==> config.mk <==
export PLATFORM = sky130hd
export DESIGN_NAME = coinc_ctrl
export DESIGN_NICKNAME = d
export VERILOG_FILES = /design/src/logic/coinc_ctrl.v
export VERILOG_INCLUDE_DIRS = /design/src /design/src/logic
export SDC_FILE = /design/constraint.sdc
export NUM_CORES = 1
export LEC_CHECK = 0
export ABC_AREA = 1
export ABC_CLOCK_PERIOD_IN_PS = 3000
export BUFFER_PORTS_ARGS = -buffer_cell sky130_fd_sc_hd__buf_2
export CAP_MARGIN = 10
export CORE_MARGIN = 5
export CORE_UTILIZATION = 50
export CTS_CLUSTER_SIZE = 14
export DETAILED_ROUTE_END_ITERATION = 16
export PLACE_DENSITY = 0.84
export SKIP_LAST_GASP = 1
export SLEW_MARGIN = 20
export SYNTH_ARGS = -nofsm -noshare
export SYNTH_HDL_FRONTEND = slang
export SYNTH_SLANG_ARGS = --single-unit
==> constraint.sdc <==
create_clock -name mclk -period 3 [get_ports mclk]
set_input_delay 0.15 -clock mclk [delete_from_list [all_inputs] [get_ports mclk]]
set_output_delay 0.15 -clock mclk [all_outputs]
set_load 0.05 [all_outputs]
==> src/logic/coinc_ctrl_regs.vh <==
// Constants for the coincidence and auxiliary I/O control block.
`ifndef COINC_CTRL_REGS_VH
`define COINC_CTRL_REGS_VH
`define CLK_FREQ_HZ        10000000
`define DEAD_STORE_MS      1
`define DEAD_STORE_CYC     ((`CLK_FREQ_HZ / 1000) * `DEAD_STORE_MS)
`define NUM_GROUPS         4
`define MODE_INACTIVE      2'h0
`define MODE_SINGLE        2'h1
`define MODE_COINC         2'h2
`define SEL_COINC_START    4'h0
`define SEL_COINC_RUN      4'h1
`define SEL_COINC_ACTIVE   4'h2
`define SEL_DEAD_STORE     4'h3
`define SEL_ENABLE_ALL     4'h4
`define SEL_ONE            4'h5
`define SEL_ZERO           4'h6
`define SEL_RUNNING        4'h7
`define SEL_PRESET_REACHED 4'h8
`define SEL_TIMER_LOAD     4'h9
`define DIG_STATUS_BIT     0
`define DIG_TRIGGER_BIT    6
`endif

==> src/logic/coinc_ctrl.v <==
// Coincidence resolving, auxiliary connector and digital port control.
`timescale 1ns/10ps
`default_nettype none
`include "coinc_ctrl_regs.vh"
module coinc_ctrl #(
    parameter NUM_ADC   = 4,
    parameter WIN_CYC   = 40,
    parameter PROC_CYC  = 20,
    parameter MS_CYC    = `DEAD_STORE_CYC
) (
    input  wire                   mclk,
    input  wire                   sys_rst,
    input  wire [2*NUM_ADC-1:0]   adc_mode,
    input  wire [NUM_ADC-1:0]     adc_start_en,
    input  wire [4*NUM_ADC-1:0]   group_mask,
    input  wire [NUM_ADC-1:0]     adc_data,
    input  wire                   enable_all,
    input  wire                   running,
    input  wire                   rtc_fitted,
    input  wire                   preset_reached,
    input  wire                   halt_on_preset,
    input  wire                   timer_load,
    input  wire [1:0]             aux_coinc_en,
    input  wire [1:0]             aux_start_en,
    input  wire [1:0]             aux_low_active,
    input  wire [1:0]             aux_out_en,
    input  wire [3:0]             auxiliary_connector_one_sel,
    input  wire [3:0]             auxiliary_connector_two_sel,
    input  wire                   auxiliary_connector_one_i,
    input  wire                   auxiliary_connector_two_i,
    input  wire                   event_reject_input,
    input  wire                   rej_coinc_en,
    input  wire                   rej_low_active,
    input  wire                   rej_at_end,
    input  wire [3:0]             rej_group_mask,
    input  wire                   status_en,
    input  wire                   counter_en,
    input  wire [7:0]             counter_load,
    input  wire                   counter_load_stb,
    input  wire                   trig_en,
    input  wire                   trig_invert,
    input  wire                   trig_clear_en,
    input  wire                   start_cmd,
    input  wire                   stop_cmd,
    input  wire [7:0]             dig_in,
    output reg                    auxiliary_connector_one_o,
    output reg                    auxiliary_connector_one_oe,
    output reg                    auxiliary_connector_two_o,
    output reg                    auxiliary_connector_two_oe,
    output reg  [7:0]             dig_out,
    output reg                    acq_on,
    output reg                    clear_data,
    output reg                    event_accept,
    output reg                    event_drop,
    output reg  [NUM_ADC-1:0]     single_accept
);

    localparam ST_IDLE = 2'h0;
    localparam ST_WIN  = 2'h1;
    localparam ST_PROC = 2'h2;

    // Polarity-corrected auxiliary and reject levels.
    wire auxiliary_connector_one_act = auxiliary_connector_one_i ^ aux_low_active[0];
    wire auxiliary_connector_two_act = auxiliary_connector_two_i ^ aux_low_active[1];
    wire rej_act  = event_reject_input ^ rej_low_active;
    // An auxiliary connector driving out never feeds coincidence.
    wire auxiliary_connector_one_in  = auxiliary_connector_one_act & aux_coinc_en[0] & ~aux_out_en[0];
    wire auxiliary_connector_two_in  = auxiliary_connector_two_act & aux_coinc_en[1] & ~aux_out_en[1];
    wire aux_or   = auxiliary_connector_one_in | auxiliary_connector_two_in;
    wire aux_start = (auxiliary_connector_one_in & aux_start_en[0]) | (auxiliary_connector_two_in & aux_start_en[1]);

    // Per-converter decode of mode and window-start ability.
    wire [NUM_ADC-1:0] is_coinc;
    wire [NUM_ADC-1:0] is_single;
    genvar gi;
    generate
        for (gi = 0; gi < NUM_ADC; gi = gi + 1) begin : g_adc
            assign is_coinc[gi]  = adc_mode[2*gi +: 2] == `MODE_COINC;
            assign is_single[gi] = adc_mode[2*gi +: 2] == `MODE_SINGLE;
        end
    endgenerate
    wire adc_start = |(adc_data & is_coinc & adc_start_en);
    wire open_req  = enable_all & (adc_start | aux_start);

    reg [1:0]           state_q;
    reg [15:0]          tmr_q;
    reg [NUM_ADC-1:0]   seen_q;
    reg [3:0]           drop_grp_q;
    reg                 win_pulse_q;

    // Group check: each group needs every coincidence-mode member present in the window.
    wire [NUM_ADC-1:0] seen_now = seen_q | (adc_data & is_coinc);
    wire [3:0] grp_miss;
    wire [3:0] grp_hit;
    generate
        for (gi = 0; gi < `NUM_GROUPS; gi = gi + 1) begin : g_grp
            assign grp_miss[gi] = |(group_mask[NUM_ADC*gi +: NUM_ADC] & is_coinc & ~seen_now);
            assign grp_hit[gi]  = |(group_mask[NUM_ADC*gi +: NUM_ADC] & seen_now);
        end
    endgenerate
    // Groups hit by a reject; a reject with no group mask hits the whole event.
    wire [3:0] rej_grp = (rej_group_mask == 4'h0) ? 4'hf : rej_group_mask;
    wire rej_now = rej_act & rej_coinc_en;
    // A reject only discards an event that reaches one of its groups; all groups means any event.
    wire rej_hit_now = rej_now & ((rej_grp == 4'hf) | (|(rej_grp & grp_hit)));
    wire rej_hit_end = (drop_grp_q == 4'hf) | (|(drop_grp_q & grp_hit));

    // Window state machine: idle, window open, processing.
    always @(posedge mclk or posedge sys_rst) begin
        if (sys_rst) begin
            state_q      <= ST_IDLE;
            tmr_q        <= 16'h0000;
            seen_q       <= {NUM_ADC{1'b0}};
            drop_grp_q   <= 4'h0;
            win_pulse_q  <= 1'b0;
            event_accept <= 1'b0;
            event_drop   <= 1'b0;
        end else begin
            win_pulse_q  <= 1'b0;
            event_accept <= 1'b0;
            event_drop   <= 1'b0;
            case (state_q)
                ST_IDLE: begin
                    if (open_req) begin
                        state_q     <= ST_WIN;
                        win_pulse_q <= 1'b1;
                        tmr_q       <= WIN_CYC[15:0];
                        seen_q      <= adc_data & is_coinc;
                        drop_grp_q  <= 4'h0;
                    end
                end
                ST_WIN: begin
                    seen_q <= seen_now;
                    if (rej_now)
                        drop_grp_q <= drop_grp_q | rej_grp;
                    if (rej_hit_now && !rej_at_end) begin
                        // Instant reject ends the event at once.
                        event_drop <= 1'b1;
                        state_q    <= ST_PROC;
                        tmr_q      <= PROC_CYC[15:0];
                    end else if (tmr_q <= 16'h0001) begin
                        // An auxiliary input level joined to coincidence at close counts as present data.
                        if ((|grp_miss) || rej_hit_end || rej_hit_now || (~|seen_now && !aux_or))
                            event_drop <= 1'b1;
                        else
                            event_accept <= 1'b1;
                        state_q <= ST_PROC;
                        tmr_q   <= PROC_CYC[15:0];
                    end else begin
                        tmr_q <= tmr_q - 16'h0001;
                    end
                end
                ST_PROC: begin
                    if (tmr_q <= 16'h0001)
                        state_q <= ST_IDLE;
                    else
                        tmr_q <= tmr_q - 16'h0001;
                end
                default: state_q <= ST_IDLE;
            endcase
        end
    end

    // Singles are accepted regardless of any window.
    always @(posedge mclk or posedge sys_rst) begin
        if (sys_rst)
            single_accept <= {NUM_ADC{1'b0}};
        else
            single_accept <= adc_data & is_single & {NUM_ADC{enable_all}};
    end

    // Millisecond divider for the dead-time sample request.
    reg [23:0] ms_q;
    reg        dead_q;
    always @(posedge mclk or posedge sys_rst) begin
        if (sys_rst) begin
            ms_q   <= 24'h000000;
            dead_q <= 1'b0;
        end else if (!enable_all) begin
            ms_q   <= 24'h000000;
            dead_q <= 1'b0;
        end else if (ms_q >= MS_CYC - 1) begin
            ms_q   <= 24'h000000;
            dead_q <= 1'b1;
        end else begin
            ms_q   <= ms_q + 24'h000001;
            dead_q <= 1'b0;
        end
    end

    // Output selector; the running copy is open drain so only low is driven.
    function [1:0] sel_fn;
        input [3:0] sel;
        input       second;
        begin
            case (sel)
                `SEL_COINC_START:    sel_fn = {win_pulse_q, 1'b1};
                `SEL_COINC_RUN:      sel_fn = {state_q == ST_WIN, 1'b1};
                `SEL_COINC_ACTIVE:   sel_fn = {state_q != ST_IDLE, 1'b1};
                `SEL_DEAD_STORE:     sel_fn = {dead_q, 1'b1};
                `SEL_ENABLE_ALL:     sel_fn = {enable_all, 1'b1};
                `SEL_ONE:            sel_fn = 2'h3;
                `SEL_ZERO:           sel_fn = 2'h1;
                `SEL_RUNNING:        sel_fn = {1'b0, ~running};
                `SEL_PRESET_REACHED: sel_fn = {second & rtc_fitted & halt_on_preset & preset_reached, 1'b1};
                `SEL_TIMER_LOAD:     sel_fn = {second & rtc_fitted & timer_load, 1'b1};
                default:             sel_fn = 2'h1;
            endcase
        end
    endfunction

    wire [1:0] auxiliary_connector_one_drv = sel_fn(auxiliary_connector_one_sel, 1'b0);
    wire [1:0] auxiliary_connector_two_drv = sel_fn(auxiliary_connector_two_sel, 1'b1);

    // Connector drive registers.
    always @(posedge mclk or posedge sys_rst) begin
        if (sys_rst) begin
            auxiliary_connector_one_o  <= 1'b0;
            auxiliary_connector_one_oe <= 1'b0;
            auxiliary_connector_two_o  <= 1'b0;
            auxiliary_connector_two_oe <= 1'b0;
        end else begin
            auxiliary_connector_one_o  <= auxiliary_connector_one_drv[1];
            auxiliary_connector_one_oe <= aux_out_en[0] & auxiliary_connector_one_drv[0];
            auxiliary_connector_two_o  <= auxiliary_connector_two_drv[1];
            auxiliary_connector_two_oe <= aux_out_en[1] & auxiliary_connector_two_drv[0];
        end
    end

    // Acquisition control with external trigger on digital input six.
    reg       armed_q;
    reg       trig_prev_q;
    reg [7:0] cnt_q;
    wire trig_act  = dig_in[`DIG_TRIGGER_BIT] ^ trig_invert;
    wire trig_go   = trig_prev_q & ~trig_act;
    wire trig_halt = ~trig_prev_q & trig_act;
    always @(posedge mclk or posedge sys_rst) begin
        if (sys_rst) begin
            acq_on      <= 1'b0;
            armed_q     <= 1'b0;
            trig_prev_q <= 1'b1;
            clear_data  <= 1'b0;
            cnt_q       <= 8'h00;
        end else begin
            trig_prev_q <= trig_act;
            clear_data  <= 1'b0;
            if (counter_load_stb)
                cnt_q <= counter_load;
            if (stop_cmd) begin
                armed_q <= 1'b0;
                acq_on  <= 1'b0;
            end else if (start_cmd) begin
                if (trig_en) begin
                    armed_q    <= 1'b1;
                    clear_data <= trig_clear_en;
                end else begin
                    acq_on <= 1'b1;
                end
            end else if (armed_q && trig_go && !acq_on) begin
                acq_on     <= 1'b1;
                clear_data <= trig_clear_en;
            end else if (armed_q && trig_halt) begin
                acq_on <= 1'b0;
            end
            // A run stop bumps the port value.
            if (acq_on && (stop_cmd || (armed_q && trig_halt)) && !counter_load_stb)
                cnt_q <= cnt_q + 8'h01;
        end
    end

    // Digital port drive.
    always @(posedge mclk or posedge sys_rst) begin
        if (sys_rst)
            dig_out <= 8'h00;
        else if (counter_en)
            dig_out <= cnt_q;
        else if (status_en)
            dig_out <= {7'h00, acq_on};
        else
            dig_out <= 8'h00;
    end

endmodule
`default_nettype wire

==> results.cfg, run 1 <==
[die]
dieArea_um2 = 11400
start_util = 0.511
die_w_um = 107
rows = 35
fp.dieH_um = 107
core_um2 = 9200
io_pins = 110

[routing]
antenna_left = 0
firstDrtPassIters = 7
wl_per_cell_um = 13.2
vias = 4361
drt_iter0_drc = 219
route.detailed.drc = 0
wl_mm = 11.1
vias_per_cell = 5.18

[logic_synthesis]
synth_top_area_cell = dfrtp_1
synth.area.mux_share = 0
synth-simple-area-share = 0.323
yosysMostFrequentCell = nand2_1
synth_common_cells = nand2_1, inv_1, dfrtp_1, nor2_1, nand3_1
synth_flop_cell = dfrtp_1
synth_compound_area_frac = 0.0903
synth_cell_types = 45
yosysTopAreaCellShare = 0.431
syn_area_um2 = 4700
synth-adder-area-share = 0.0213
synth_seq_area_share = 0.437
avgSynthCellArea_um2 = 7.79
synth_xor_area_frac = 0.0429
synth-edff-count = 0
synthCells = 603
ys_warn_count = 0
synthTopCellsByArea = dfrtp_1, nand2_1, inv_1
synth_top_family_by_area = simple AND/OR/NAND/NOR gates
postSynth.asyncResetShare = 1.00
ys_ff_latch = 82

[clock_tree]
clock-sinks = 82
ctsLongestPathBuffers = 2
clock_latency_ns = 0.36
clkSlewWorstSetupHoldPaths_ns = 0.09
cts-htree-levels = 3
root_buffer = clkbuf_8
cts_buffers = 9
cts_tree = built
postCtsResizedCells = 0

[critical_path]
cp-start-kind = register
cp.required_ns = 3.30
critical_path_arrival_ns = 2.50
path_class = register to register
crit_path_end_kind = register
cp_max_fo = 11

[grt]
overflow = 0
antenna_found_initial = 0
grt_pass1_vias = 4329
grtUsageTotal = 0.205
grt_pass1_wl_mm = 19.0
grt_max_degree = 45

[pwr]
intPower_mw = 2.28
power_switching_mw = 1.59
combPwrFrac = 0.408
swShare = 0.410
pwr_density_cell_nw_per_um2 = 687
p_leak_nw = 2.98
ir_drop_uv = 331
total_power_mw = 3.87
clock_power_share = 0.235
seq_power_share = 0.357

[sta]
relSlewSlack = 0.506
hold_viol_final = 0
rsz0062_at_grt = no
fmax_ghz = 0.456
tns_ns = 0
skew_ns = 0.0156
fin_crit_sh = 0.731
setup_violations = 0
layout_min_cycle_time_ns = 2.19
drv_slew = 0
tightest_slew_ns = 0.741

[placement]
dp_hpwl_mm = 8.59
gp_congestion = 0.900
io_buffers = 102
place_area_um2 = 5330
dp_cells = 818

[layout]
finalNetCount = 824
diodes = 0
area_growth_pct = 19.9
final_util = 0.613
final_cells = 842
stdcell_area_um2 = 5630
drive_gt1_frac = 0.228

[hold_path]
hp-class = input port to register

[flow_run]
cap_violations = 0

[status]
status = complete, no violations
==> path summary, 6_finish.rpt <==
path,start,endpoint,cells past startpoint,slack (ns)
hold reg to reg,cnt_q[7],dig_out[7],2,0.48
setup reg to reg,tmr_q[0],tmr_q[2],11,0.81
max in group asynchronous,sys_rst,trig_prev_q,4,1.67
setup / recovery,tmr_q[0],tmr_q[2],11,0.81
min in group asynchronous,sys_rst,tmr_q[14],3,0.43
hold / removal,adc_data[2],single_accept[2],3,0.01
==> power groups by stage <==
stage                     logic [mW]  registers [mW]  clock network [mW]
after floorplan                 1.22            1.45                   0
after global placement          1.50            1.39                   0
after detailed placement        1.55            1.40                   0
after CTS                       1.58            1.38               0.926
after global routing            1.78            1.40               0.970
final                           1.58            1.38               0.910
==> layer usage <==
metal | routed length [um] | track usage | up-vias
met1 | 4380 | 0.238 | 2022
li1 | - | - | 2165
met2 | 5750 | 0.367 | 146
met5 | 0 | 0 | -
met3 | 787 | 0.0560 | 28
met4 | 220 | 0.0648 | 0
==> cell type report <==
type                            count  area, um^2
Clock buffer                       10         138
Clock inverter                      6        90.1
Fill cell                         809        3560
Inverter                           87         328
Multi-Input combinational cell    434        2280
Sequential cell                    82        2050
Tap cell                          111         139
Timing Repair Buffer              112         606
==> logic make-up (layout without fill, tap and decap cells) <==
group           count (synthesis)  after routing
compound gates                 65             65
flops                          82             82
other cells                     1             10
fa+ha+maj                       8              8
simple gates                  328            328
xor+xnor                       23             23
buf+inv                        96            215
==> cells in the final DEF (no fill, tap or decap), types with 14 or more instances in the layout <==
| cell type | instances |
|---|---|
| dfrtp_1 | 81 |
| nor3_1 | 19 |
| nor2_1 | 68 |
| nand2_1 | 154 |
| xor2_1 | 16 |
| buf_2 | 102 |
| nand3_1 | 29 |
| o21ai_0 | 23 |
| a21oi_1 | 14 |
| inv_1 | 83 |
==> what timing repair did <==
action / in CTS / in global routing
endpoints found under the hold margin: 48 / 0
hold buffers: 8 / 0
buffers inserted: 0 / 0
endpoints found under the setup margin: 0 / 0
==> registers in the layout (all words and copies together) (netlist names), 2 cells and up <==
signal and flops:
ms_q 24, state_q 2, single_accept 4, seen_q 4
dig_out 8, cnt_q 8, drop_grp_q 4, tmr_q 16
==> critical path: stages, from the launching register on <==
cell	delay [ns]
dfrtp_1	0.45
inv_1	0.11
ha_1	0.26
nand2_2	0.13
nor2_4	0.06
nand2_4	0.07
a21oi_4	0.07
a21oi_2	0.28
nand3_2	0.36
inv_1	0.22
nand2_1	0.08
nand2_1	0.05
==> per-stage QoR <==
step | setup WS, ns | hold slack [ns]
3_3_place_gp | 0.928 | 0.297
3_5_place_dp | 0.848 | 0.300
2_1_floorplan | 0.743 | 0.216
6_report | 0.806 | 0.0114
5_1_grt | 0.635 | 0.0166
4_1_cts | 0.804 | 0.00710
No activity file was read; power rests on OpenSTA's default activity.
==> run 2: changes to the inputs <==
--- a/config.mk
+++ b/config.mk
@@ -6,15 +6,15 @@
 export SDC_FILE = /design/constraint.sdc
 export NUM_CORES = 1
 export LEC_CHECK = 0
-export ABC_AREA = 1
-export ABC_CLOCK_PERIOD_IN_PS = 3000
+export ABC_AREA = 0
+export ABC_CLOCK_PERIOD_IN_PS = 1780
 export BUFFER_PORTS_ARGS = -buffer_cell sky130_fd_sc_hd__buf_2
 export CAP_MARGIN = 10
 export CORE_MARGIN = 5
-export CORE_UTILIZATION = 50
+export CORE_UTILIZATION = 48
 export CTS_CLUSTER_SIZE = 14
 export DETAILED_ROUTE_END_ITERATION = 16
-export PLACE_DENSITY = 0.84
+export PLACE_DENSITY = 0.85
 export SKIP_LAST_GASP = 1
 export SLEW_MARGIN = 20
 export SYNTH_ARGS = -nofsm -noshare
==> constraint.sdc (replaced) <==
create_clock -name mclk -period 1.78 [get_ports mclk]
set_input_delay 0.089 -clock mclk [delete_from_list [all_inputs] [get_ports mclk]]
set_output_delay 0.089 -clock mclk [all_outputs]
set_load 0.05 [all_outputs]
==> run 2 against run 1 <==
- the flow now finishes with violations (setup timing)
- sequential share of layout area down 5.5 points
- synthesized area down 6.8%
- power increased by 98%
- clock skew is 0.0013 ns higher
- global-route usage grew 5.1 points
- maximum frequency down 26%
- count of clock-buffer cells in the layout grew 1
==> results.cfg, run 2 <==
[layout]
diodes = 0
finalNetCount = 790
final_cell_mix = buf_4, buf_2, dfrtp_1
top_register = ms_q
top_regs = ms_q (24), tmr_q (16)
drive_gt1_frac = 0.425
layout_commonest_cell = buf_4
area_growth_pct = 51.5
nFillCells = 537
multi_input_area_um2 = 2540
largest_reg_flops = 24
stdcell_area_um2 = 6630
ff_latch_area_um2 = 2050

[grt]
grt_pass1_wl_mm = 23.3
overflow = 0
busiest_layer = met2
grt_max_degree = 53
grtUsageMet3 = 0.0538
use_met2 = 0.477
grtUsageMet1 = 0.297
antenna_found_initial = 0
grt_pass1_vias = 4824
grtUsageTotal = 0.257

[clock_tree]
cts_buffers = 9
clock_latency_ns = 0.37
cts-htree-levels = 3
ctsLongestPathBuffers = 2
clock-sinks = 82
root_buffer = clkbuf_8
clkSlewWorstSetupHoldPaths_ns = 0.08
cts_tree = built

[logic_synthesis]
synth_cell_types = 66
synth_common_cells = dfrtp_1, nor2_1, nand2_1, o21ai_0, inv_1
synth_flop_cell = dfrtp_1
synth-edff-count = 0
synthTopCellsByArea = dfrtp_1, nor2_1, a22o_1
avgSynthCellArea_um2 = 9.95
yosysMostFrequentCell = dfrtp_1
syn_area_um2 = 4380
yosysTopAreaCellShare = 0.463
postSynth.asyncResetShare = 1.00
synthCells = 440
ys_warn_count = 0
synth_top_area_cell = dfrtp_1
ys_ff_latch = 82
synth_seq_area_share = 0.469

[sta]
fin_crit_sh = 1.66
rsz0062_at_grt = yes
hold_viol_final = 0
layout_min_cycle_time_ns = 2.96
skew_ns = 0.0169
fmax_ghz = 0.338
tns_ns = -14.40
drv_slew = 0
setup_violations = 33
layout_setup_ws_ns = -1.18

[routing]
antenna_left = 0
drt_iter0_drc = 286
firstDrtPassIters = 5
vias = 4688
wl_per_cell_um = 18.5
route.detailed.drc = 0
vias_per_cell = 5.82
wl_mm = 14.9

[critical_path]
path_class = register to register
cp.required_ns = 2.02
reg2reg_from = tmr_q[0]
crit_top_cell = or4_4
regToRegSetupSlack_ns = -1.18
reg2regPathDepth = 9
path_cells = inv_1, ha_4, or3b_4, or4_4, or3_4, or2_4, or4_4, and3_4, a221o_1
crit_path_end_kind = register
r2r_end = tmr_q[14]
max_stage_delay_ns = 0.42
cp-start-kind = register
slowest_stage = or4_4
cp_max_fo = 2
critical_path_arrival_ns = 3.20

[pwr]
total_power_mw = 7.66
ir_drop_uv = 728
p_leak_nw = 3.21
pwr_density_cell_nw_per_um2 = 1150

[placement]
io_buffers = 102
place_area_um2 = 5820
dp_hpwl_mm = 9.66
pre_cts_ws_ns = -1.20
gp_congestion = 0.874

[hold_path]
hold_depth = 3
hold_end = armed_q
hp-start = trig_en
hp-class = input port to register

[die]
start_util = 0.497
dieArea_um2 = 11100
rows = 34
io_pins = 110
die_w_um = 106
core_um2 = 8810
fp.dieH_um = 106

[status]
violations = setup timing
status = finished with violations

[flow_run]
cap_violations = 0
-- run 2: kinds of logic after synthesis --
logic type / share of synthesized area
AND/OR/NAND/NOR: 0.223
adder cells (fa/ha/maj): 0.0229
AO/OA/AOI/OAI: 0.197
other: 0.000856
buffers and inverters: 0.0291
flip-flops: 0.469
multiplexers: 0.0146
XOR/XNOR: 0.0440
-- run 2: final cells by class --
type	instances	share of cell area
clock inverter	5	0.00585
sequential	82	0.310
inverter	23	0.0136
multi-input combinational	336	0.383
clock buffer	11	0.0198
timing repair buffer	240	0.248
tap	108	0.0204
-- run 2: report_power, final --
| group | internal, mW | switching, mW | leakage, nW |
|---|---|---|---|
| combinational | 2.12 | 1.98 | 2.06 |
| clock | 0.516 | 0.717 | 0.0839 |
| sequential | 2.12 | 0.204 | 1.06 |
-- run 2: per-stage QoR --
step | std cells | util | hold slack [ns]
2_1_floorplan | 449 | - | 0.152
5_1_grt | 805 | 0.753 | 0.00568
3_5_place_dp | 749 | 0.661 | 0.199
3_3_place_gp | 749 | 0.661 | 0.186
6_report | 805 | 0.753 | 0.00643
4_1_cts | 800 | 0.734 | 0.00459
-- run 2: worst max-delay path by stage --
stage | startpoint | slack, ns | depth (start not counted) | end
final | tmr_q[0] | -1.18 | 9 | tmr_q[14]
after global placement | tmr_q[1] | -1.14 | 9 | tmr_q[14]
after detailed placement | tmr_q[1] | -1.20 | 9 | tmr_q[14]
after global routing | tmr_q[0] | -1.24 | 9 | tmr_q[14]
after floorplan | tmr_q[0] | -1.24 | 9 | tmr_q[14]
after CTS | tmr_q[1] | -1.16 | 9 | tmr_q[14]
-- run 2: what timing repair did --
item	CTS	global route
gates cloned	1	0
buffers inserted	19	5
hold buffers	16	0
gates resized for setup	35	29
endpoints found under the hold margin	96	0
pin swaps	29	12
setup endpoints to repair	36	39
-- run 2: critical path, delay by kind of cell, from the launching register on --
kind,cells,cell delay (ns)
AND/OR/NAND/NOR,6,1.98
adder cells (fa/ha/maj),1,0.13
buffers and inverters,1,0.09
flip-flops,1,0.39
AO/OA/AOI/OAI,1,0.26
-- run 2: metal layers --
metal | vias to the layer above | wire length (um)
li1 | 2137 | -
met1 | 2272 | 5620
met2 | 228 | 7820
met3 | 51 | 1020
met4 | 0 | 424
met5 | - | 0
==> run 3: changes to the inputs <==
--- a/config.mk
+++ b/config.mk
@@ -10,11 +10,12 @@
 export ABC_CLOCK_PERIOD_IN_PS = 1780
 export BUFFER_PORTS_ARGS = -buffer_cell sky130_fd_sc_hd__buf_2
 export CAP_MARGIN = 10
+export CORE_ASPECT_RATIO = 1.5
 export CORE_MARGIN = 5
 export CORE_UTILIZATION = 48
 export CTS_CLUSTER_SIZE = 14
 export DETAILED_ROUTE_END_ITERATION = 16
-export PLACE_DENSITY = 0.85
+export PLACE_DENSITY = 0.76
 export SKIP_LAST_GASP = 1
 export SLEW_MARGIN = 20
 export SYNTH_ARGS = -nofsm -noshare
==> run 3 against run 2 <==
- the run still ends with setup timing left
- maximum frequency is 1.1% lower
- design area is 1.1% higher
- combinational power is 5.9% lower
- non-clock buffer count is 7 lower
- die area is 0.36% higher
- global-route usage is 0.84 points lower
- worst setup slack worse by 0.034 ns
- via count is 4.2% lower
- first-iteration DRC count is 15% lower
- highest routed layer unchanged
==> results.cfg, run 3 (synthesized netlist as in run 2, its figures left out) <==
[critical_path]
cp_max_fo = 2
cp-start-kind = register
r2r_end = tmr_q[14]
cp.required_ns = 1.99
critical_path_arrival_ns = 3.21
regToRegSetupSlack_ns = -1.21
reg2regPathDepth = 9
crit_path_end_kind = register
path_class = register to register
reg2reg_from = tmr_q[1]

[clock_tree]
cts_tree = built
ctsLongestPathBuffers = 2
clkSlewWorstSetupHoldPaths_ns = 0.07
clock_latency_ns = 0.34
clock-sinks = 82
root_buffer = clkbuf_16
cts-htree-levels = 3
cts_buffers = 9

[layout]
top_regs = ms_q (24), tmr_q (16)
ff_latch_area_um2 = 2050
finalNetCount = 783
stdcell_area_um2 = 6700
top_register = ms_q
multi_input_area_um2 = 2510
largest_reg_flops = 24
final_cell_mix = buf_4, buf_2, dfrtp_1
layout_commonest_cell = buf_4
nFillCells = 583
area_growth_pct = 53.1
drive_gt1_frac = 0.422
diodes = 0

[grt]
grtUsageTotal = 0.248
grt_max_degree = 83
grt_pass1_vias = 4676
grt_pass1_wl_mm = 21.7
overflow = 0
antenna_found_initial = 0

[hold_path]
hold_end = dig_out[0]
hold_depth = 3
hp-start = status_en
hp-class = input port to register

[routing]
wl_per_cell_um = 17.6
dr_wl_met3_um = 609
wl_met2_mm = 7.95
vias = 4493
wl_mm = 14.1
drt_iter0_drc = 242
antenna_left = 0
route.detailed.drc = 0
vias_per_cell = 5.62
highest_layer = met4
wl_met1_mm = 5.06
firstDrtPassIters = 5

[sta]
whs_ns = 0.00341
tightest_slew_ns = 0.634
layout_setup_ws_ns = -1.21
hold_viol_final = 0
fmax_ghz = 0.334
tns_ns = -15.72
relSlewSlack = 0.572
rsz0062_at_grt = yes
drv_slew = 0
setup_violations = 32
layout_min_cycle_time_ns = 2.99
skew_ns = 0.0108
fin_crit_sh = 1.68

[die]
core_um2 = 8880
dieArea_um2 = 11200
die_w_um = 88.0
io_pins = 110
fp.dieH_um = 127
start_util = 0.493
rows = 42

[placement]
dp_hpwl_mm = 9.65
gp_congestion = 0.890
io_buffers = 102
place_area_um2 = 5840
pre_cts_ws_ns = -1.23

[status]
violations = setup timing
status = finished with violations

[pwr]
ir_drop_uv = 1150
pwr_density_cell_nw_per_um2 = 1230
p_leak_nw = 3.25
total_power_mw = 8.24

[flow_run]
cap_violations = 0
-- run 3: power by group --
group | switching [mW] | internal (mW) | total, mW
Sequential | 0.206 | 2.13 | 2.33
Combinational | 1.86 | 2.00 | 3.86
Clock | 0.808 | 1.24 | 2.05
-- run 3: area by class of cell --
| type | count | share of cell area |
|---|---|---|
| clock buffer | 9 | 0.0336 |
| sequential | 82 | 0.306 |
| clock inverter | 7 | 0.0147 |
| multi-input combinational | 336 | 0.375 |
| tap | 110 | 0.0205 |
| inverter | 23 | 0.0134 |
| timing repair buffer | 233 | 0.236 |
-- run 3: per-layer routing --
| layer | track usage | vias to the layer above |
|---|---|---|
| met2 | 0.466 | 138 |
| li1 | - | 2124 |
| met4 | 0.124 | 0 |
| met3 | 0.0374 | 36 |
| met1 | 0.259 | 2195 |
| met5 | 0 | - |
-- run 3: through the flow --
stage,instances,util
final,800,0.755
after global routing,800,0.755
after CTS,792,0.734
after detailed placement,753,0.657
after global placement,753,0.657
after floorplan,449,-
-- run 3: what timing repair did --
action / 4_1_cts / 5_1_grt
endpoints found under the hold margin: 96 / 0
resized for setup: 30 / 30
endpoints found under the setup margin: 36 / 39
setup buffers: 7 / 10
hold buffers: 15 / 0
pin swaps: 24 / 14
gates cloned: 1 / 0
-- run 3: worst max path at each step --
stage                           end     start  depth (start not counted)  slack [ns]
final                     tmr_q[14]  tmr_q[1]                          9       -1.21
after global routing      tmr_q[14]  tmr_q[1]                          9       -1.27
after CTS                 tmr_q[14]  tmr_q[1]                          9       -1.18
after detailed placement  tmr_q[14]  tmr_q[1]                          9       -1.23
after global placement    tmr_q[14]  tmr_q[1]                          9       -1.15
after floorplan           tmr_q[14]  tmr_q[0]                          9       -1.24
-- run 3: critical path, stage by stage, from the launching register on --
cell and delay [ns]:
dfrtp_1 0.39, inv_2 0.08, ha_4 0.13, or3b_4 0.37
or4_4 0.43, or3_4 0.34, or2_4 0.24, or4_4 0.42
and3_4 0.20, a221o_1 0.27
